File: src/lfk_pkg.sv
package lfk_pkg;

  // ****************************************
  // bus and storage widths
  // ****************************************
  localparam int AW    = 12;
  localparam int DW    = 32;
  localparam int RW    = 16;
  localparam int XW    = AW - 2;
  localparam int NSLOT = 21;
  localparam int SW    = 5;

  // ****************************************
  // register indices (byte address = 4 x index)
  // ****************************************
  localparam logic [XW-1:0] IX_CM_MAX   = 10'h01f;
  localparam logic [XW-1:0] IX_PWR_A    = 10'h020;
  localparam logic [XW-1:0] IX_PWR_B    = 10'h021;
  localparam logic [XW-1:0] IX_PWR_C    = 10'h022;
  localparam logic [XW-1:0] IX_LC_FILT  = 10'h023;
  localparam logic [XW-1:0] IX_RT_FILT  = 10'h024;
  localparam logic [XW-1:0] IX_POLE_A   = 10'h025;
  localparam logic [XW-1:0] IX_POLE_B   = 10'h026;
  localparam logic [XW-1:0] IX_POLE_C   = 10'h027;
  localparam logic [XW-1:0] IX_CM_BIAS  = 10'h028;
  localparam logic [XW-1:0] IX_OV_VOLT  = 10'h029;
  localparam logic [XW-1:0] IX_RSVD     = 10'h02a;
  localparam logic [XW-1:0] IX_LC_LOWER = 10'h02b;
  localparam logic [XW-1:0] IX_SP_AMP   = 10'h063;
  localparam logic [XW-1:0] IX_SP_FREQ  = 10'h064;
  localparam logic [XW-1:0] IX_MK_AMP   = 10'h065;
  localparam logic [XW-1:0] IX_MK_FREQ  = 10'h066;
  localparam logic [XW-1:0] IX_S2M_GAIN = 10'h067;
  localparam logic [XW-1:0] IX_M2S_GAIN = 10'h068;
  localparam logic [XW-1:0] IX_CTRL_LC  = 10'h06c;
  localparam logic [XW-1:0] IX_CTRL_OSC = 10'h070;
  localparam logic [XW-1:0] IX_STATUS   = 10'h071;

  // ****************************************
  // storage slots
  // ****************************************
  localparam logic [SW-1:0] SL_CM    = 5'h00;
  localparam logic [SW-1:0] SL_PWR_A = 5'h01;
  localparam logic [SW-1:0] SL_LCF   = 5'h04;
  localparam logic [SW-1:0] SL_RTF   = 5'h05;
  localparam logic [SW-1:0] SL_POLE  = 5'h06;
  localparam logic [SW-1:0] SL_BIAS  = 5'h09;
  localparam logic [SW-1:0] SL_OV    = 5'h0a;
  localparam logic [SW-1:0] SL_RSVD  = 5'h0b;
  localparam logic [SW-1:0] SL_LCL   = 5'h0c;
  localparam logic [SW-1:0] SL_FSK   = 5'h0d;
  localparam logic [SW-1:0] SL_CLC   = 5'h13;
  localparam logic [SW-1:0] SL_COSC  = 5'h14;
  localparam logic [SW-1:0] SL_STAT  = 5'h15;

  // ****************************************
  // field positions and widths
  // ****************************************
  localparam int B_HYS_EN   = 0;
  localparam int B_FSK_EN   = 6;
  localparam int B_REL_EN   = 6;
  localparam int B_OV_RANGE = 4;
  localparam int W_CM       = 6;
  localparam int W_PWR      = 8;
  localparam int W_LC       = 6;
  localparam int W_OV       = 4;
  localparam int S_WIDE     = 0;
  localparam int S_LOOP     = 1;
  localparam int S_ALARM    = 2;
  localparam int S_ENH      = 5;
  localparam int S_BIT      = 6;
  localparam logic RST_LAST_BIT = 1'b1;

endpackage

File: src/lfk_fsk_reload.sv
`timescale 1ns/1ps
module lfk_fsk_reload (
  input  wire logic                     i_clock,
  input  wire logic                     i_resetn,
  input  wire logic                     i_fsk_en,
  input  wire logic                     i_rel_en,
  input  wire logic                     i_expire,
  input  wire logic                     i_bit,
  input  wire logic [lfk_pkg::RW-1:0]   i_osc_amp,
  input  wire logic [lfk_pkg::RW-1:0]   i_osc_freq,
  input  wire logic [lfk_pkg::RW-1:0]   i_sp_amp,
  input  wire logic [lfk_pkg::RW-1:0]   i_sp_freq,
  input  wire logic [lfk_pkg::RW-1:0]   i_mk_amp,
  input  wire logic [lfk_pkg::RW-1:0]   i_mk_freq,
  input  wire logic [lfk_pkg::RW-1:0]   i_s2m,
  input  wire logic [lfk_pkg::RW-1:0]   i_m2s,
  output logic                          o_load,
  output logic [lfk_pkg::RW-1:0]        o_amp,
  output logic [lfk_pkg::RW-1:0]        o_freq,
  output logic                          o_gain_apply,
  output logic [lfk_pkg::RW-1:0]        o_gain,
  output logic                          o_last_bit,
  output logic                          o_enh
);
  import lfk_pkg::*;

  typedef struct packed {
    logic          load;
    logic [RW-1:0] amp;
    logic [RW-1:0] freq;
    logic          gapply;
    logic [RW-1:0] gain;
    logic          last;
    logic          enh;
  } lfk_fsk_st_t;

  lfk_fsk_st_t s_reg;
  lfk_fsk_st_t s_next;
  logic        enh;

  // ****************************************
  // reload selection
  // ****************************************
  // enhanced mode needs both enables
  assign enh = i_fsk_en & i_rel_en;

  // bit is sampled at the expiry pulse only
  always_comb begin
    s_next        = s_reg;
    s_next.load   = i_expire;
    s_next.gapply = 1'b0;
    s_next.enh    = enh;
    if (i_expire) begin
      if (enh) begin
        s_next.amp  = i_bit ? i_mk_amp : i_sp_amp;
        s_next.freq = i_bit ? i_mk_freq : i_sp_freq;
        s_next.last = i_bit;
        // gain correction only on a change of symbol
        if (i_bit && !s_reg.last) begin
          s_next.gapply = 1'b1;
          s_next.gain   = i_s2m;
        end else if (!i_bit && s_reg.last) begin
          s_next.gapply = 1'b1;
          s_next.gain   = i_m2s;
        end
      end else begin
        s_next.amp  = i_osc_amp;
        s_next.freq = i_osc_freq;
      end
    end
  end

  // last bit idles at mark so a leading mark run is not corrected
  always_ff @(posedge i_clock) begin
    if (!i_resetn) begin
      s_reg      <= '0;
      s_reg.last <= RST_LAST_BIT;
    end else begin
      s_reg <= s_next;
    end
  end

  assign o_load       = s_reg.load;
  assign o_amp        = s_reg.amp;
  assign o_freq       = s_reg.freq;
  assign o_gain_apply = s_reg.gapply;
  assign o_gain       = s_reg.gain;
  assign o_last_bit   = s_reg.last;
  assign o_enh        = s_reg.enh;
endmodule

File: src/lfk_linefeed_regs.sv
// Chosen here: register access over APB.
`timescale 1ns/1ps
// How it works
// - line speeds up its dc loop when common-mode voltage passes the max threshold
// - three power alarm thresholds, one per transistor pair, own addresses
// - loop closure and ring trip filter coefficients sit in separate registers
// - each transistor pair gets its own thermal filter pole
// - a 4-bit overhead code sets the converter overhead voltage
// - with hysteresis on, loop release uses the separate lower threshold
// - enhanced FSK only when both enable bits are set
// - space expiry loads space amplitude in place of normal amplitude
// - space expiry loads space frequency in place of normal frequency
// - mark expiry loads mark amplitude in place of normal amplitude
// - mark expiry loads mark frequency in place of normal frequency
// - space to mark change applies the space-to-mark gain factor
// - mark to space change applies the mark-to-space gain factor
module lfk_linefeed_regs (
  input  wire logic                                i_clock,
  input  wire logic                                i_resetn,
  // apb slave
  input  wire logic                                i_psel,
  input  wire logic                                i_penable,
  input  wire logic                                i_pwrite,
  input  wire logic [lfk_pkg::AW-1:0]              i_paddr,
  input  wire logic [lfk_pkg::DW-1:0]              i_pwdata,
  output logic [lfk_pkg::DW-1:0]                   o_prdata,
  output logic                                     o_pready,
  output logic                                     o_pslverr,
  // linefeed side
  input  wire logic [lfk_pkg::W_CM-1:0]            i_cm_voltage,
  input  wire logic [2:0][lfk_pkg::W_PWR-1:0]      i_pair_power,
  input  wire logic [lfk_pkg::W_LC-1:0]            i_loop_current,
  input  wire logic [lfk_pkg::W_LC-1:0]            i_lc_upper_thr,
  output logic                                     o_wide_bandwidth,
  output logic [2:0]                               o_power_alarm,
  output logic                                     o_loop_closed,
  output logic [lfk_pkg::RW-1:0]                   o_lc_filter_coef,
  output logic [lfk_pkg::RW-1:0]                   o_rt_filter_coef,
  output logic [2:0][lfk_pkg::RW-1:0]              o_thermal_pole,
  output logic [lfk_pkg::RW-1:0]                   o_cm_bias_adjust,
  output logic [lfk_pkg::W_OV-1:0]                 o_overhead_voltage_code,
  output logic                                     o_overhead_range_select,
  // tone oscillator 1 side
  input  wire logic                                i_frequency_coef_a_timer_expire,
  input  wire logic                                i_fsk_bit,
  input  wire logic [lfk_pkg::RW-1:0]              i_frequency_coef_a_amplitude_coef,
  input  wire logic [lfk_pkg::RW-1:0]              i_frequency_coef_a,
  output logic                                     o_frequency_coef_a_load,
  output logic [lfk_pkg::RW-1:0]                   o_frequency_coef_a_load_amp,
  output logic [lfk_pkg::RW-1:0]                   o_frequency_coef_a_load_freq,
  output logic                                     o_gain_apply,
  output logic [lfk_pkg::RW-1:0]                   o_gain_corr
);
  import lfk_pkg::*;

  typedef struct packed {
    logic [NSLOT-1:0][RW-1:0] rg;
    logic [DW-1:0]            prdata;
    logic                     pready;
    logic                     pslverr;
    logic                     wide;
    logic [2:0]               alarm;
    logic                     loop;
  } lfk_top_st_t;

  lfk_top_st_t    s_reg;
  lfk_top_st_t    s_next;
  logic [SW:0]    dec;
  logic           hit;
  logic [SW-1:0]  slot;
  logic           setup;
  logic           wr_done;
  logic [2:0]     pair_over;
  logic [W_LC-1:0] lower_thr;
  logic           hys_en;
  logic           fsk_last;
  logic           fsk_enh;
  logic [RW-1:0]  status;

  // ****************************************
  // address decode
  // ****************************************
  // returns {hit, slot}; used for read and write paths
  function automatic logic [SW:0] slot_of(input logic [AW-1:0] a);
    logic [XW-1:0] ix;
    logic [SW:0]   r;
    ix = a[AW-1:2];
    r  = '0;
    if (ix >= IX_CM_MAX && ix <= IX_LC_LOWER) begin
      r = {1'b1, SW'(ix - IX_CM_MAX)};
    end else if (ix >= IX_SP_AMP && ix <= IX_M2S_GAIN) begin
      r = {1'b1, SW'(ix - IX_SP_AMP) + SL_FSK};
    end else if (ix == IX_CTRL_LC) begin
      r = {1'b1, SL_CLC};
    end else if (ix == IX_CTRL_OSC) begin
      r = {1'b1, SL_COSC};
    end else if (ix == IX_STATUS) begin
      r = {1'b1, SL_STAT};
    end
    return r;
  endfunction

  // unaligned low address bits are ignored
  assign dec     = slot_of(i_paddr);
  assign hit     = dec[SW];
  assign slot    = dec[SW-1:0];
  assign setup   = i_psel & ~i_penable;
  assign wr_done = i_psel & i_penable & s_reg.pready & i_pwrite;

  // ****************************************
  // linefeed comparators
  // ****************************************
  // one alarm comparator per transistor pair
  genvar k;
  generate
    for (k = 0; k < 3; k++) begin : g_pair
      assign pair_over[k] = i_pair_power[k] > s_reg.rg[SL_PWR_A + SW'(k)][W_PWR-1:0];
      assign o_thermal_pole[k] = s_reg.rg[SL_POLE + SW'(k)];
    end
  endgenerate

  // hysteresis moves the release point down to the lower bound
  assign hys_en    = s_reg.rg[SL_CLC][B_HYS_EN];
  assign lower_thr = hys_en ? s_reg.rg[SL_LCL][W_LC-1:0] : i_lc_upper_thr;

  // status view of the block's own state
  always_comb begin
    status                      = '0;
    status[S_WIDE]              = s_reg.wide;
    status[S_LOOP]              = s_reg.loop;
    status[S_ALARM +: 3]        = s_reg.alarm;
    status[S_ENH]               = fsk_enh;
    status[S_BIT]               = fsk_last;
  end

  // ****************************************
  // next state
  // ****************************************
  // pready rises one cycle after setup: access phase is one cycle
  always_comb begin
    s_next         = s_reg;
    s_next.pready  = setup;
    s_next.pslverr = 1'b0;
    if (setup) begin
      s_next.pslverr = ~hit;
      s_next.prdata  = '0;
      if (hit && slot == SL_STAT) begin
        s_next.prdata[RW-1:0] = status;
      end else if (hit && slot != SL_RSVD) begin
        s_next.prdata[RW-1:0] = s_reg.rg[slot];
      end
    end
    // write lands at the access edge; reserved and status ignore it
    if (wr_done && hit && slot != SL_RSVD && slot != SL_STAT) begin
      s_next.rg[slot] = i_pwdata[RW-1:0];
    end
    s_next.wide  = i_cm_voltage > s_reg.rg[SL_CM][W_CM-1:0];
    s_next.alarm = pair_over;
    // closure sets above upper bound, clears below release point
    if (!s_reg.loop && i_loop_current > i_lc_upper_thr) begin
      s_next.loop = 1'b1;
    end else if (s_reg.loop && i_loop_current < lower_thr) begin
      s_next.loop = 1'b0;
    end
  end

  // register contents are cleared here; software must still program them
  always_ff @(posedge i_clock) begin
    if (!i_resetn) begin
      s_reg <= '0;
    end else begin
      s_reg <= s_next;
    end
  end

  // ****************************************
  // oscillator 1 reload
  // ****************************************
  lfk_fsk_reload u_fsk (
    .i_clock      (i_clock),
    .i_resetn     (i_resetn),
    .i_fsk_en     (s_reg.rg[SL_CLC][B_FSK_EN]),
    .i_rel_en     (s_reg.rg[SL_COSC][B_REL_EN]),
    .i_expire     (i_frequency_coef_a_timer_expire),
    .i_bit        (i_fsk_bit),
    .i_osc_amp    (i_frequency_coef_a_amplitude_coef),
    .i_osc_freq   (i_frequency_coef_a),
    .i_sp_amp     (s_reg.rg[SL_FSK]),
    .i_sp_freq    (s_reg.rg[SL_FSK + SW'(1)]),
    .i_mk_amp     (s_reg.rg[SL_FSK + SW'(2)]),
    .i_mk_freq    (s_reg.rg[SL_FSK + SW'(3)]),
    .i_s2m        (s_reg.rg[SL_FSK + SW'(4)]),
    .i_m2s        (s_reg.rg[SL_FSK + SW'(5)]),
    .o_load       (o_frequency_coef_a_load),
    .o_amp        (o_frequency_coef_a_load_amp),
    .o_freq       (o_frequency_coef_a_load_freq),
    .o_gain_apply (o_gain_apply),
    .o_gain       (o_gain_corr),
    .o_last_bit   (fsk_last),
    .o_enh        (fsk_enh)
  );

  // ****************************************
  // outputs
  // ****************************************
  // all straight from flip-flops
  assign o_prdata                = s_reg.prdata;
  assign o_pready                = s_reg.pready;
  assign o_pslverr               = s_reg.pslverr;
  assign o_wide_bandwidth        = s_reg.wide;
  assign o_power_alarm           = s_reg.alarm;
  assign o_loop_closed           = s_reg.loop;
  assign o_lc_filter_coef        = s_reg.rg[SL_LCF];
  assign o_rt_filter_coef        = s_reg.rg[SL_RTF];
  // bias adjust passes through; writing zero is left to software
  assign o_cm_bias_adjust        = s_reg.rg[SL_BIAS];
  // code is not clamped; range per select bit is software's duty
  assign o_overhead_voltage_code = s_reg.rg[SL_OV][W_OV-1:0];
  assign o_overhead_range_select = s_reg.rg[SL_COSC][B_OV_RANGE];
endmodule

File: config.mk
export PLATFORM = sky130hd
export DESIGN_NAME = lfk_linefeed_regs
export DESIGN_NICKNAME = d
export VERILOG_FILES = /design/src/lfk_pkg.sv /design/src/lfk_fsk_reload.sv /design/src/lfk_linefeed_regs.sv
export SDC_FILE = /design/constraint.sdc
export NUM_CORES = 1
export LEC_CHECK = 0
export BUFFER_PORTS_ARGS = -buffer_cell sky130_fd_sc_hd__buf_2
export CORE_ASPECT_RATIO = 0.7
export CORE_MARGIN = 3
export CORE_UTILIZATION = 40
export DETAILED_ROUTE_END_ITERATION = 6
export MAX_ROUTING_LAYER = met4
export PLACE_DENSITY = 0.63
export SLEW_MARGIN = 20
export SYNTH_ARGS = -nofsm -noshare
export SYNTH_HDL_FRONTEND = slang
export SYNTH_HIERARCHICAL = 1
export SYNTH_SLANG_ARGS = --single-unit
File: constraint.sdc
create_clock -name i_clock -period 3.61 [get_ports i_clock]
set_clock_uncertainty 0.2 [all_clocks]
set_input_delay 0.9025 -clock i_clock [delete_from_list [all_inputs] [get_ports i_clock]]
set_output_delay 0.9025 -clock i_clock [all_outputs]
set_load 0.01 [all_outputs]
==> impl_table.tex, run 1 <==
\begin{tabular}{lr}
\hline
Metric & Value \\
\hline
\multicolumn{2}{l}{\textbf{Power}} \\
\quad Reg power frac & between 40 and 50\% \\
\quad Internal cell power & 7930 uW \\
\quad Worst vdd ir & 248 uV \\
\quad Static Leak & 0.0101 uW \\
\quad Switching portion of total power & between 20 and 25\% \\
\quad Power spent charging and discharging nets & 2320 uW \\
\quad Clock power share & 49.4\% \\
\quad Power density over the cells & 400 nW/um2 \\
\quad Combinational power share & 5.9\% \\
\multicolumn{2}{l}{\textbf{Job}} \\
\quad Max cap viols & 0 \\
\multicolumn{2}{l}{\textbf{Place}} \\
\quad Number of placed instances with taps included & 3,516 \\
\quad Half-perimeter wire length of the detailed placement result & 57,600 um \\
\quad Pre-CTS WS & -0.758 ns \\
\quad Placed cell area & approximately 24,000 um2 \\
\quad Number of buffer cells added on primary ports & 280 \\
\quad Routability congestion estimate from global placement & 0.950 \\
\multicolumn{2}{l}{\textbf{Synthesis}} \\
\quad Most used standard cell by instance count after synthesis & nand2\_1 \\
\quad Register bit total from synthesis & 411 \\
\quad Most used flip-flop cell after synthesis & dfxtp\_1 \\
\quad Async set-or-reset flop fraction in the synthesized netlist & 0\% \\
\quad Yosys cell types & 79 \\
\quad Yosys top cell by area & dfxtp\_1 \\
\quad Leading post-synthesis cells by instance count & 763 x nand2\_1, 411 x dfxtp\_1, 185 x a21boi\_1 \\
\quad Number of flops mapped to enable cells by yosys & 0 \\
\quad Synth warnings & 6 \\
\quad Sequential fraction of the synthesis area & 38.0\% \\
\quad Post-Syn Instances & 2,663 \\
\quad Top cell type's share of synthesized area & 38.0\% \\
\quad Synth area leaders & dfxtp\_1 38\%, nand2\_1 13\%, a21boi\_1 6.4\% \\
\quad Post-synthesis cell area & 21,700 um2 \\
\quad Post-Syn Area per Cell & 8.14 um2 \\
\multicolumn{2}{l}{\textbf{Final layout}} \\
\quad Area of all placed cells without fillers & 25,600 um2 \\
\quad Non-filler cells in the finished layout & 3,597 \\
\quad Layout overhead on the synthesized area & 18.2\% \\
\quad Flip-flop count of the largest register after layout & 234 \\
\quad Post-layout net count & 3,016 \\
\quad Post-route core utilization & 48.4\% \\
\quad Ratio of cells with drive above 1 in the final layout & 22.5\% \\
\multicolumn{2}{l}{\textbf{STA}} \\
\quad Worst slew pin tran & 1.02 ns \\
\quad Setup slack of the critical path after layout & between 0.09 and 0.1 ns \\
\quad Number of max-slew violations in the final report & 0 \\
\quad Maximum clock frequency & 0.285 GHz \\
\quad Worst slew slack as a fraction of its limit & 31.7\% \\
\quad Post-route clock period utilization & 97.3\% \\
\quad Setup TNS & 0 ns \\
\quad Clock period minus worst slack & 3.51 ns \\
\quad Count of final hold-check violations & 0 \\
\quad Final setup violation count & 0 \\
\quad Setup repair after global routing missed its margin & yes \\
\multicolumn{2}{l}{\textbf{Global route}} \\
\quad Largest net degree at the start of global routing & approximately 250 \\
\quad Number of global-route vias before repair & 19.5k \\
\quad Overall overflow remaining after global route & 0 \\
\quad Number of antenna violations at the first check in global routing & 1 \\
\quad Total Routing Usage GR & about 28\% \\
\quad First-pass GRT wire length & 120,000 um \\
\multicolumn{2}{l}{\textbf{Clock tree}} \\
\quad Clock tree from TritonCTS & done \\
\quad Clock input transition at the sequential cells of the worst setup and hold paths & 0.07 ns \\
\quad Cts bufs inserted & 43 \\
\quad Cell at the root of the clock tree & clkbuf\_16 \\
\quad H-tree depth & 2 \\
\quad Clock sinks & 411 \\
\quad Clock Latency Late Sink & 0.59 ns \\
\quad Maximum root-to-sink buffer count & 3 \\
\quad Hold-fix buffers, CTS & 0 \\
\multicolumn{2}{l}{\textbf{Worst setup path}} \\
\quad Data required time at the worst endpoint & 3.90 ns \\
\quad Sort of element at the start of the critical path & primary input \\
\quad Type of the worst setup path & primary input to register \\
\quad Signal arrival time at the worst endpoint & 3.80 ns \\
\quad CP Capture Type & register \\
\quad Maximum fanout along the worst path & 14 \\
\multicolumn{2}{l}{\textbf{Routing}} \\
\quad Starting DRC count in detailed routing & 2,330 \\
\quad Final routed wirelength across all metal layers & 79,400 um \\
\quad Drt first pass iters & 5 \\
\quad DRC violations left & 0 \\
\quad Number of vias after detailed routing & 20.3k \\
\quad Vias per std cell & 5.65 \\
\quad Residual antenna-violating net count after detailed routing & 0 \\
\quad Routed wire length per instance & about 22 um \\
\multicolumn{2}{l}{\textbf{Floorplanning}} \\
\quad Core ar. & 52,900 um2 \\
\quad Total Die Area & 57,100 um2 \\
\quad Die X & 284 um \\
\quad Overall die height & 201 um \\
\quad Starting Density & 41.0\% \\
\quad \# rows & 70 \\
\quad Top-level I/O count & 315 \\
\multicolumn{2}{l}{\textbf{Status}} \\
\quad Status & finished, final reports clean \\
\multicolumn{2}{l}{\textbf{Min path}} \\
\quad Path class of the lowest-slack min-delay path & register to register \\
\hline
\end{tabular}
==> worst paths after layout <==
path / depth (start not counted) / end / startpoint / slack, ns
max: 13 / o_prdata[7]$_SDFFE_PN0P_ / i_paddr[11] / 0.1
max reg2reg: 7 / s_reg[39]$_SDFFE_PN0P_ / o_pready$_SDFF_PN0_ / 1.11
min reg2reg: 2 / s_reg[351]$_SDFFE_PN0P_ / s_reg[351]$_SDFFE_PN0P_ / 0.25
min: 2 / s_reg[351]$_SDFFE_PN0P_ / s_reg[351]$_SDFFE_PN0P_ / 0.25
==> cells by family (layout without fill, tap and decap cells) <==
logic type	count (synthesis)	count (layout)	synth area share, %
muxes	67	67	3.29
buffers and inverters	392	590	10.2
adders and majority gates	47	47	2.71
DFF	411	411	38.0
xor gates and xnor gates	2	2	0.0808
other	1	17	0.0173
and+or+nand+nor	1056	1056	22.2
AOI/OAI and AO/OA	687	687	23.6
==> through the flow <==
| stage | hold WS [ns] | power (uW) |
|---|---|---|
| after global placement | 0.235 | 5260 |
| after global routing | 0.269 | 10500 |
| after floorplan | 0.221 | 5040 |
| final | 0.250 | 10200 |
| after detailed placement | 0.239 | 5270 |
| after CTS | 0.252 | 10300 |
==> critical path, cell delays in order <==
cell and delay, ns:
buf_2 0.11, or3_4 0.41, buf_4 0.16, nor4_1 0.39
buf_4 0.19, a21o_1 0.12, a32o_1 0.28, nand2_1 0.22
buf_12 0.22, a2111oi_2 0.33, buf_4 0.18, a21oi_1 0.04
a41o_1 0.24
==> routing by layer <==
metal  part of all wire, %  GRT usage [%]
met3                   9.1           4.36
met2                    44           41.4
met4                   2.3           7.29
met5                     0              -
met1                    45           38.9
==> area by class of cell <==
cell class	count	area, um2
diodes	1	2.50
clock buffers	63	1290
clock inverters	14	300
fillers	5048	27300
inverters	44	165
multi-input cells	1875	11400
flip-flops and latches	411	8230
well taps	720	901
repair buffers	469	3350
==> repair_timing <==
action	CTS	global route
pin swaps	1	0
gates resized for setup	1	11
setup endpoints to repair	5	22
endpoints found under the hold margin	0	0
setup buffers	3	0
==> cells in the final DEF (no fill, tap or decap), types with 32 or more instances in the layout <==
cell / synthesis / layout
inv_1: 44 / 44
clkbuf_16: 0 / 45
buf_12: 0 / 42
nand2_1: 763 / 762
a21oi_1: 51 / 49
a31oi_1: 49 / 49
a21boi_0: 167 / 167
o211ai_1: 34 / 34
mux2i_1: 36 / 36
buf_4: 153 / 147
ha_1: 47 / 45
buf_2: 74 / 279
or2_2: 32 / 32
nor2b_1: 39 / 39
a21boi_1: 185 / 185
dfxtp_1: 411 / 411
and3_1: 64 / 64
==> power groups by stage <==
| stage | clock network [uW] | registers [uW] | logic [uW] |
|---|---|---|---|
| floorplan | 0 | 4680 | 361 |
| global placement | 0 | 4680 | 583 |
| detailed placement | 0 | 4680 | 596 |
| CTS | 5140 | 4570 | 599 |
| global route | 5290 | 4570 | 655 |
| finish | 5070 | 4570 | 607 |
(Power assumes the default switching activity.)
==> run 2: changes to the inputs <==
Settings changed: BUFFER_PORTS_ARGS -buffer_cell sky130_fd_sc_hd__buf_2 to -buffer_cell sky130_fd_sc_hd__clkbuf_2, CORE_UTILIZATION 40 to 38, CTS_BUF_LIST from default to sky130_fd_sc_hd__clkbuf_8, PLACE_DENSITY 0.63 to 0.6.
==> run 2 against run 1 <==
  * Global-route usage shrank 0.61 points
  * Highest routed layer unchanged
  * Largest cell class unchanged
  * Power shrank 9.9%
  * Sequential power is essentially flat
  * Critical path type unchanged
  * Non-clock buffer count shrank 7
==> impl_table.tex, run 2 (synthesis gave the netlist of run 1 again) <==
\begin{tabular}{lr}
\hline
Metric & Value \\
\hline
\multicolumn{2}{l}{\textbf{Final layout}} \\
\quad Layout overhead on the synthesized area & 16.4\% \\
\quad Commonest non-fill, non-tap cells in the layout & 762 x nand2\_1, 411 x dfxtp\_1, 279 x clkbuf\_2 \\
\quad Post-route core utilization & 45.2\% (-3.3 points) \\
\quad Most frequent standard cell in the layout excluding fill and tap cells & nand2\_1 \\
\quad Post-layout net count & 3,036 (+0.66\%) \\
\quad Count of antenna diodes in the layout & 0 (-1) \\
\quad Area of all placed cells without fillers & 25,200 um2 (-1.6\%) \\
\quad Ratio of cells with drive above 1 in the final layout & 22.6\% (+0.17 points) \\
\quad Number of filler cells placed in the layout & 5,473 (+8.4\%) \\
\quad Flip-flop count of the largest register after layout & 234 (unchanged) \\
\multicolumn{2}{l}{\textbf{Floorplanning}} \\
\quad Core ar. & 55,900 um2 (+5.6\%) \\
\quad \# rows & 72 (+2.9\%) \\
\quad Total Die Area & 60,000 um2 (+5.1\%) \\
\quad Top-level I/O count & 315 (unchanged) \\
\quad Starting Density & 38.8\% (-2.2 points) \\
\quad Overall die height & 206 um (+2.5\%) \\
\quad Die X & 291 um (+2.5\%) \\
\multicolumn{2}{l}{\textbf{Place}} \\
\quad Number of buffer cells added on primary ports & 280 (unchanged) \\
\quad Placed cell area & 23,800 um2 (-0.40\%) \\
\quad Routability congestion estimate from global placement & 0.929 (-2.2\%) \\
\quad Pre-CTS WS & -0.829 ns (-0.0705 ns) \\
\quad Half-perimeter wire length of the detailed placement result & 58,700 um (+1.9\%) \\
\multicolumn{2}{l}{\textbf{Worst setup path}} \\
\quad Data required time at the worst endpoint & 3.94 ns (+0.04 ns) \\
\quad Endpoint of the worst-slack reg-to-reg timing path & o\_thermal\_pole[9]\$\_SDFFE\_PN0P\_ \\
\quad Worst path max stage delay & 0.80 ns (+0.39 ns) \\
\quad Termination of the worst setup path & o\_prdata[6]\$\_SDFFE\_PN0P\_ \\
\quad Top cell family by delay on the critical path & simple AND/OR/NAND/NOR gates \\
\quad Maximum fanout along the worst path & 11 (-3) \\
\quad Number of buffer and inverter stages on the critical path & 4 (-1) \\
\quad Type of the worst setup path & primary input to register \\
\quad Signal arrival time at the worst endpoint & 3.90 ns (+0.10 ns) \\
\quad Start of the worst register-to-register path & o\_pready\$\_SDFF\_PN0\_ \\
\quad Library cell contributing the largest single delay on the critical path & a2111oi\_0 \\
\quad Sort of element at the start of the critical path & primary input \\
\quad Start point of the critical path & i\_paddr[5] \\
\quad Critical path depth in cells & 12 (-1) \\
\quad Cell mode on critical path & buf\_4 \\
\quad CP Capture Type & register \\
\quad Crit-path cells & clkbuf\_2 > or3b\_2 > nor4\_1 > o21a\_1 > nor3\_4 > buf\_12 > buf\_4 > buf\_4 > and3\_1 > a2111oi\_0 > or4\_1 > o21ai\_1 \\
\quad Reg-to-reg slack, setup & 0.85 ns (-0.26 ns) \\
\quad Number of cells on the worst reg-to-reg path & 5 (-2) \\
\multicolumn{2}{l}{\textbf{Clock tree}} \\
\quad Maximum root-to-sink buffer count & 3 (unchanged) \\
\quad Cts bufs inserted & 69 (+60\%) \\
\quad Clock Latency Late Sink & 0.66 ns (+0.07 ns) \\
\quad Hold-fix buffers, CTS & 0 (unchanged) \\
\quad H-tree depth & 3 (+1) \\
\quad Cell at the root of the clock tree & clkbuf\_8 \\
\quad Clock sinks & 411 (unchanged) \\
\quad Clock tree from TritonCTS & done \\
\quad Clock input transition at the sequential cells of the worst setup and hold paths & 0.07 ns (about the same) \\
\multicolumn{2}{l}{\textbf{Global route}} \\
\quad Number of global-route vias before repair & 19.2k (-1.6\%) \\
\quad Number of antenna violations at the first check in global routing & 0 (-1) \\
\quad Largest net degree at the start of global routing & 256 (+1.2\%) \\
\quad Total Routing Usage GR & 27.1\% (-0.61 points) \\
\quad First-pass GRT wire length & 120,000 um (about the same) \\
\quad Overall overflow remaining after global route & 0 (unchanged) \\
\multicolumn{2}{l}{\textbf{Routing}} \\
\quad Number of vias after detailed routing & 20.4k (+0.17\%) \\
\quad Routed wire length per instance & 22.3 um (+1.1\%) \\
\quad Vias per std cell & 5.57 (-1.3\%) \\
\quad Starting DRC count in detailed routing & 2,362 (+1.4\%) \\
\quad Final routed wirelength across all metal layers & 81,400 um (+2.6\%) \\
\quad DRC violations left & 0 (unchanged) \\
\quad Routed length on met2 & 34,900 um (+1.2\%) \\
\quad Drt first pass iters & 6 (+1) \\
\quad Routed length on met1 & 35,900 um (+0.25\%) \\
\quad Residual antenna-violating net count after detailed routing & 0 (unchanged) \\
\quad Top routing layer in use & met4 \\
\quad Total met3 wirelength after detailed routing & 7980 um (+11\%) \\
\multicolumn{2}{l}{\textbf{STA}} \\
\quad Setup repair after global routing missed its margin & no \\
\quad Setup TNS & 0 ns (unchanged) \\
\quad Hold\_ws & 0.249 ns (-0.00112 ns) \\
\quad Maximum clock frequency & 0.280 GHz (-1.6\%) \\
\quad Worst slew pin tran & 1.12 ns (+0.0981 ns) \\
\quad Setup slack of the critical path after layout & 0.0417 ns (-0.0558 ns) \\
\quad Post-route clock period utilization & 98.8\% (+1.5 points) \\
\quad Final setup violation count & 0 (unchanged) \\
\quad Number of max-slew violations in the final report & 0 (unchanged) \\
\quad Clock period minus worst slack & 3.57 ns (+0.0558 ns) \\
\quad Count of final hold-check violations & 0 (unchanged) \\
\quad Worst slew slack as a fraction of its limit & 24.6\% (-7.1 points) \\
\multicolumn{2}{l}{\textbf{Status}} \\
\quad Status & finished, final reports clean \\
\multicolumn{2}{l}{\textbf{Job}} \\
\quad Max cap viols & 0 (unchanged) \\
\multicolumn{2}{l}{\textbf{Power}} \\
\quad Static Leak & 0.00991 uW (-2.0\%) \\
\quad Power density over the cells & 366 nW/um2 (-8.5\%) \\
\quad Worst vdd ir & 195 uV (-21\%) \\
\multicolumn{2}{l}{\textbf{Min path}} \\
\quad Path class of the lowest-slack min-delay path & register to register \\
\hline
\end{tabular}
## run 2: cell count changes in the layout (fill, tap and decap cells not counted), sizes merged
cell      previous run  this run
inv                 44        73
clkbuf              64       362
bufinv               9         0
clkinvlp             2         3
clkinv               3         5
buf                468       182
nor2                33        34
diode                1         0
## run 2: how the worst min path moves through the flow
stage / start / endpoint / cells past startpoint / slack, ns
after global routing: s_reg[101]$_SDFFE_PN0P_ / s_reg[101]$_SDFFE_PN0P_ / 2 / 0.27
final: s_reg[99]$_SDFFE_PN0P_ / s_reg[99]$_SDFFE_PN0P_ / 2 / 0.25
after floorplan: o_prdata[10]$_SDFFE_PN0P_ / o_prdata[10]$_SDFFE_PN0P_ / 2 / 0.22
after CTS: s_reg[68]$_SDFFE_PN0P_ / s_reg[68]$_SDFFE_PN0P_ / 2 / 0.25
after detailed placement: s_reg[68]$_SDFFE_PN0P_ / s_reg[68]$_SDFFE_PN0P_ / 2 / 0.24
after global placement: s_reg[204]$_SDFFE_PN0P_ / s_reg[204]$_SDFFE_PN0P_ / 2 / 0.23
## run 2: power breakdown
part           leakage [uW]  internal, uW  total, uW  switching [uW]
registers           0.00332          4560       4580            15.5
logic               0.00583           247        615             368
clock network      0.000763          2050       4040            1990
## run 2: per-layer routing
metal / up-vias / global-route usage [%]
met2: 960 / 39.4
met3: 170 / 6.91
li1: 9405 / -
met4: 0 / 9.05
met1: 9819 / 36.6
met5: - / -
## run 2: stage by stage
stage               instances  total power (uW)
floorplan                2678              5040
global placement         3530              5270
detailed placement       3530              5280
CTS                      3649              9280
global route             3652              9550
finish                   3652              9230
## run 2: repair_timing
action                     4_1_cts  5_1_grt
pin swaps                        0        1
setup endpoints to repair        2       61
cloned                           0        1
buffers inserted                 0        2
gates resized for setup          2       12
## run 2: cell type report
type	instances	area, um2	area share (%)
Clock inverter	37	161	0.640
Timing Repair Buffer	462	3210	12.7
Multi-Input combinational cell	1876	11400	45.2
Inverter	44	165	0.655
Sequential cell	411	8230	32.6
Tap cell	740	926	3.67
Clock buffer	82	1130	4.48
## run 2: tightest hold or removal path: cells and delay by family, from the launching register on
family / cells / cell delay (ns)
and+or+nand+nor: 1 / 0.05
AOI/OAI and AO/OA: 1 / 0.05
DFF: 1 / 0.31
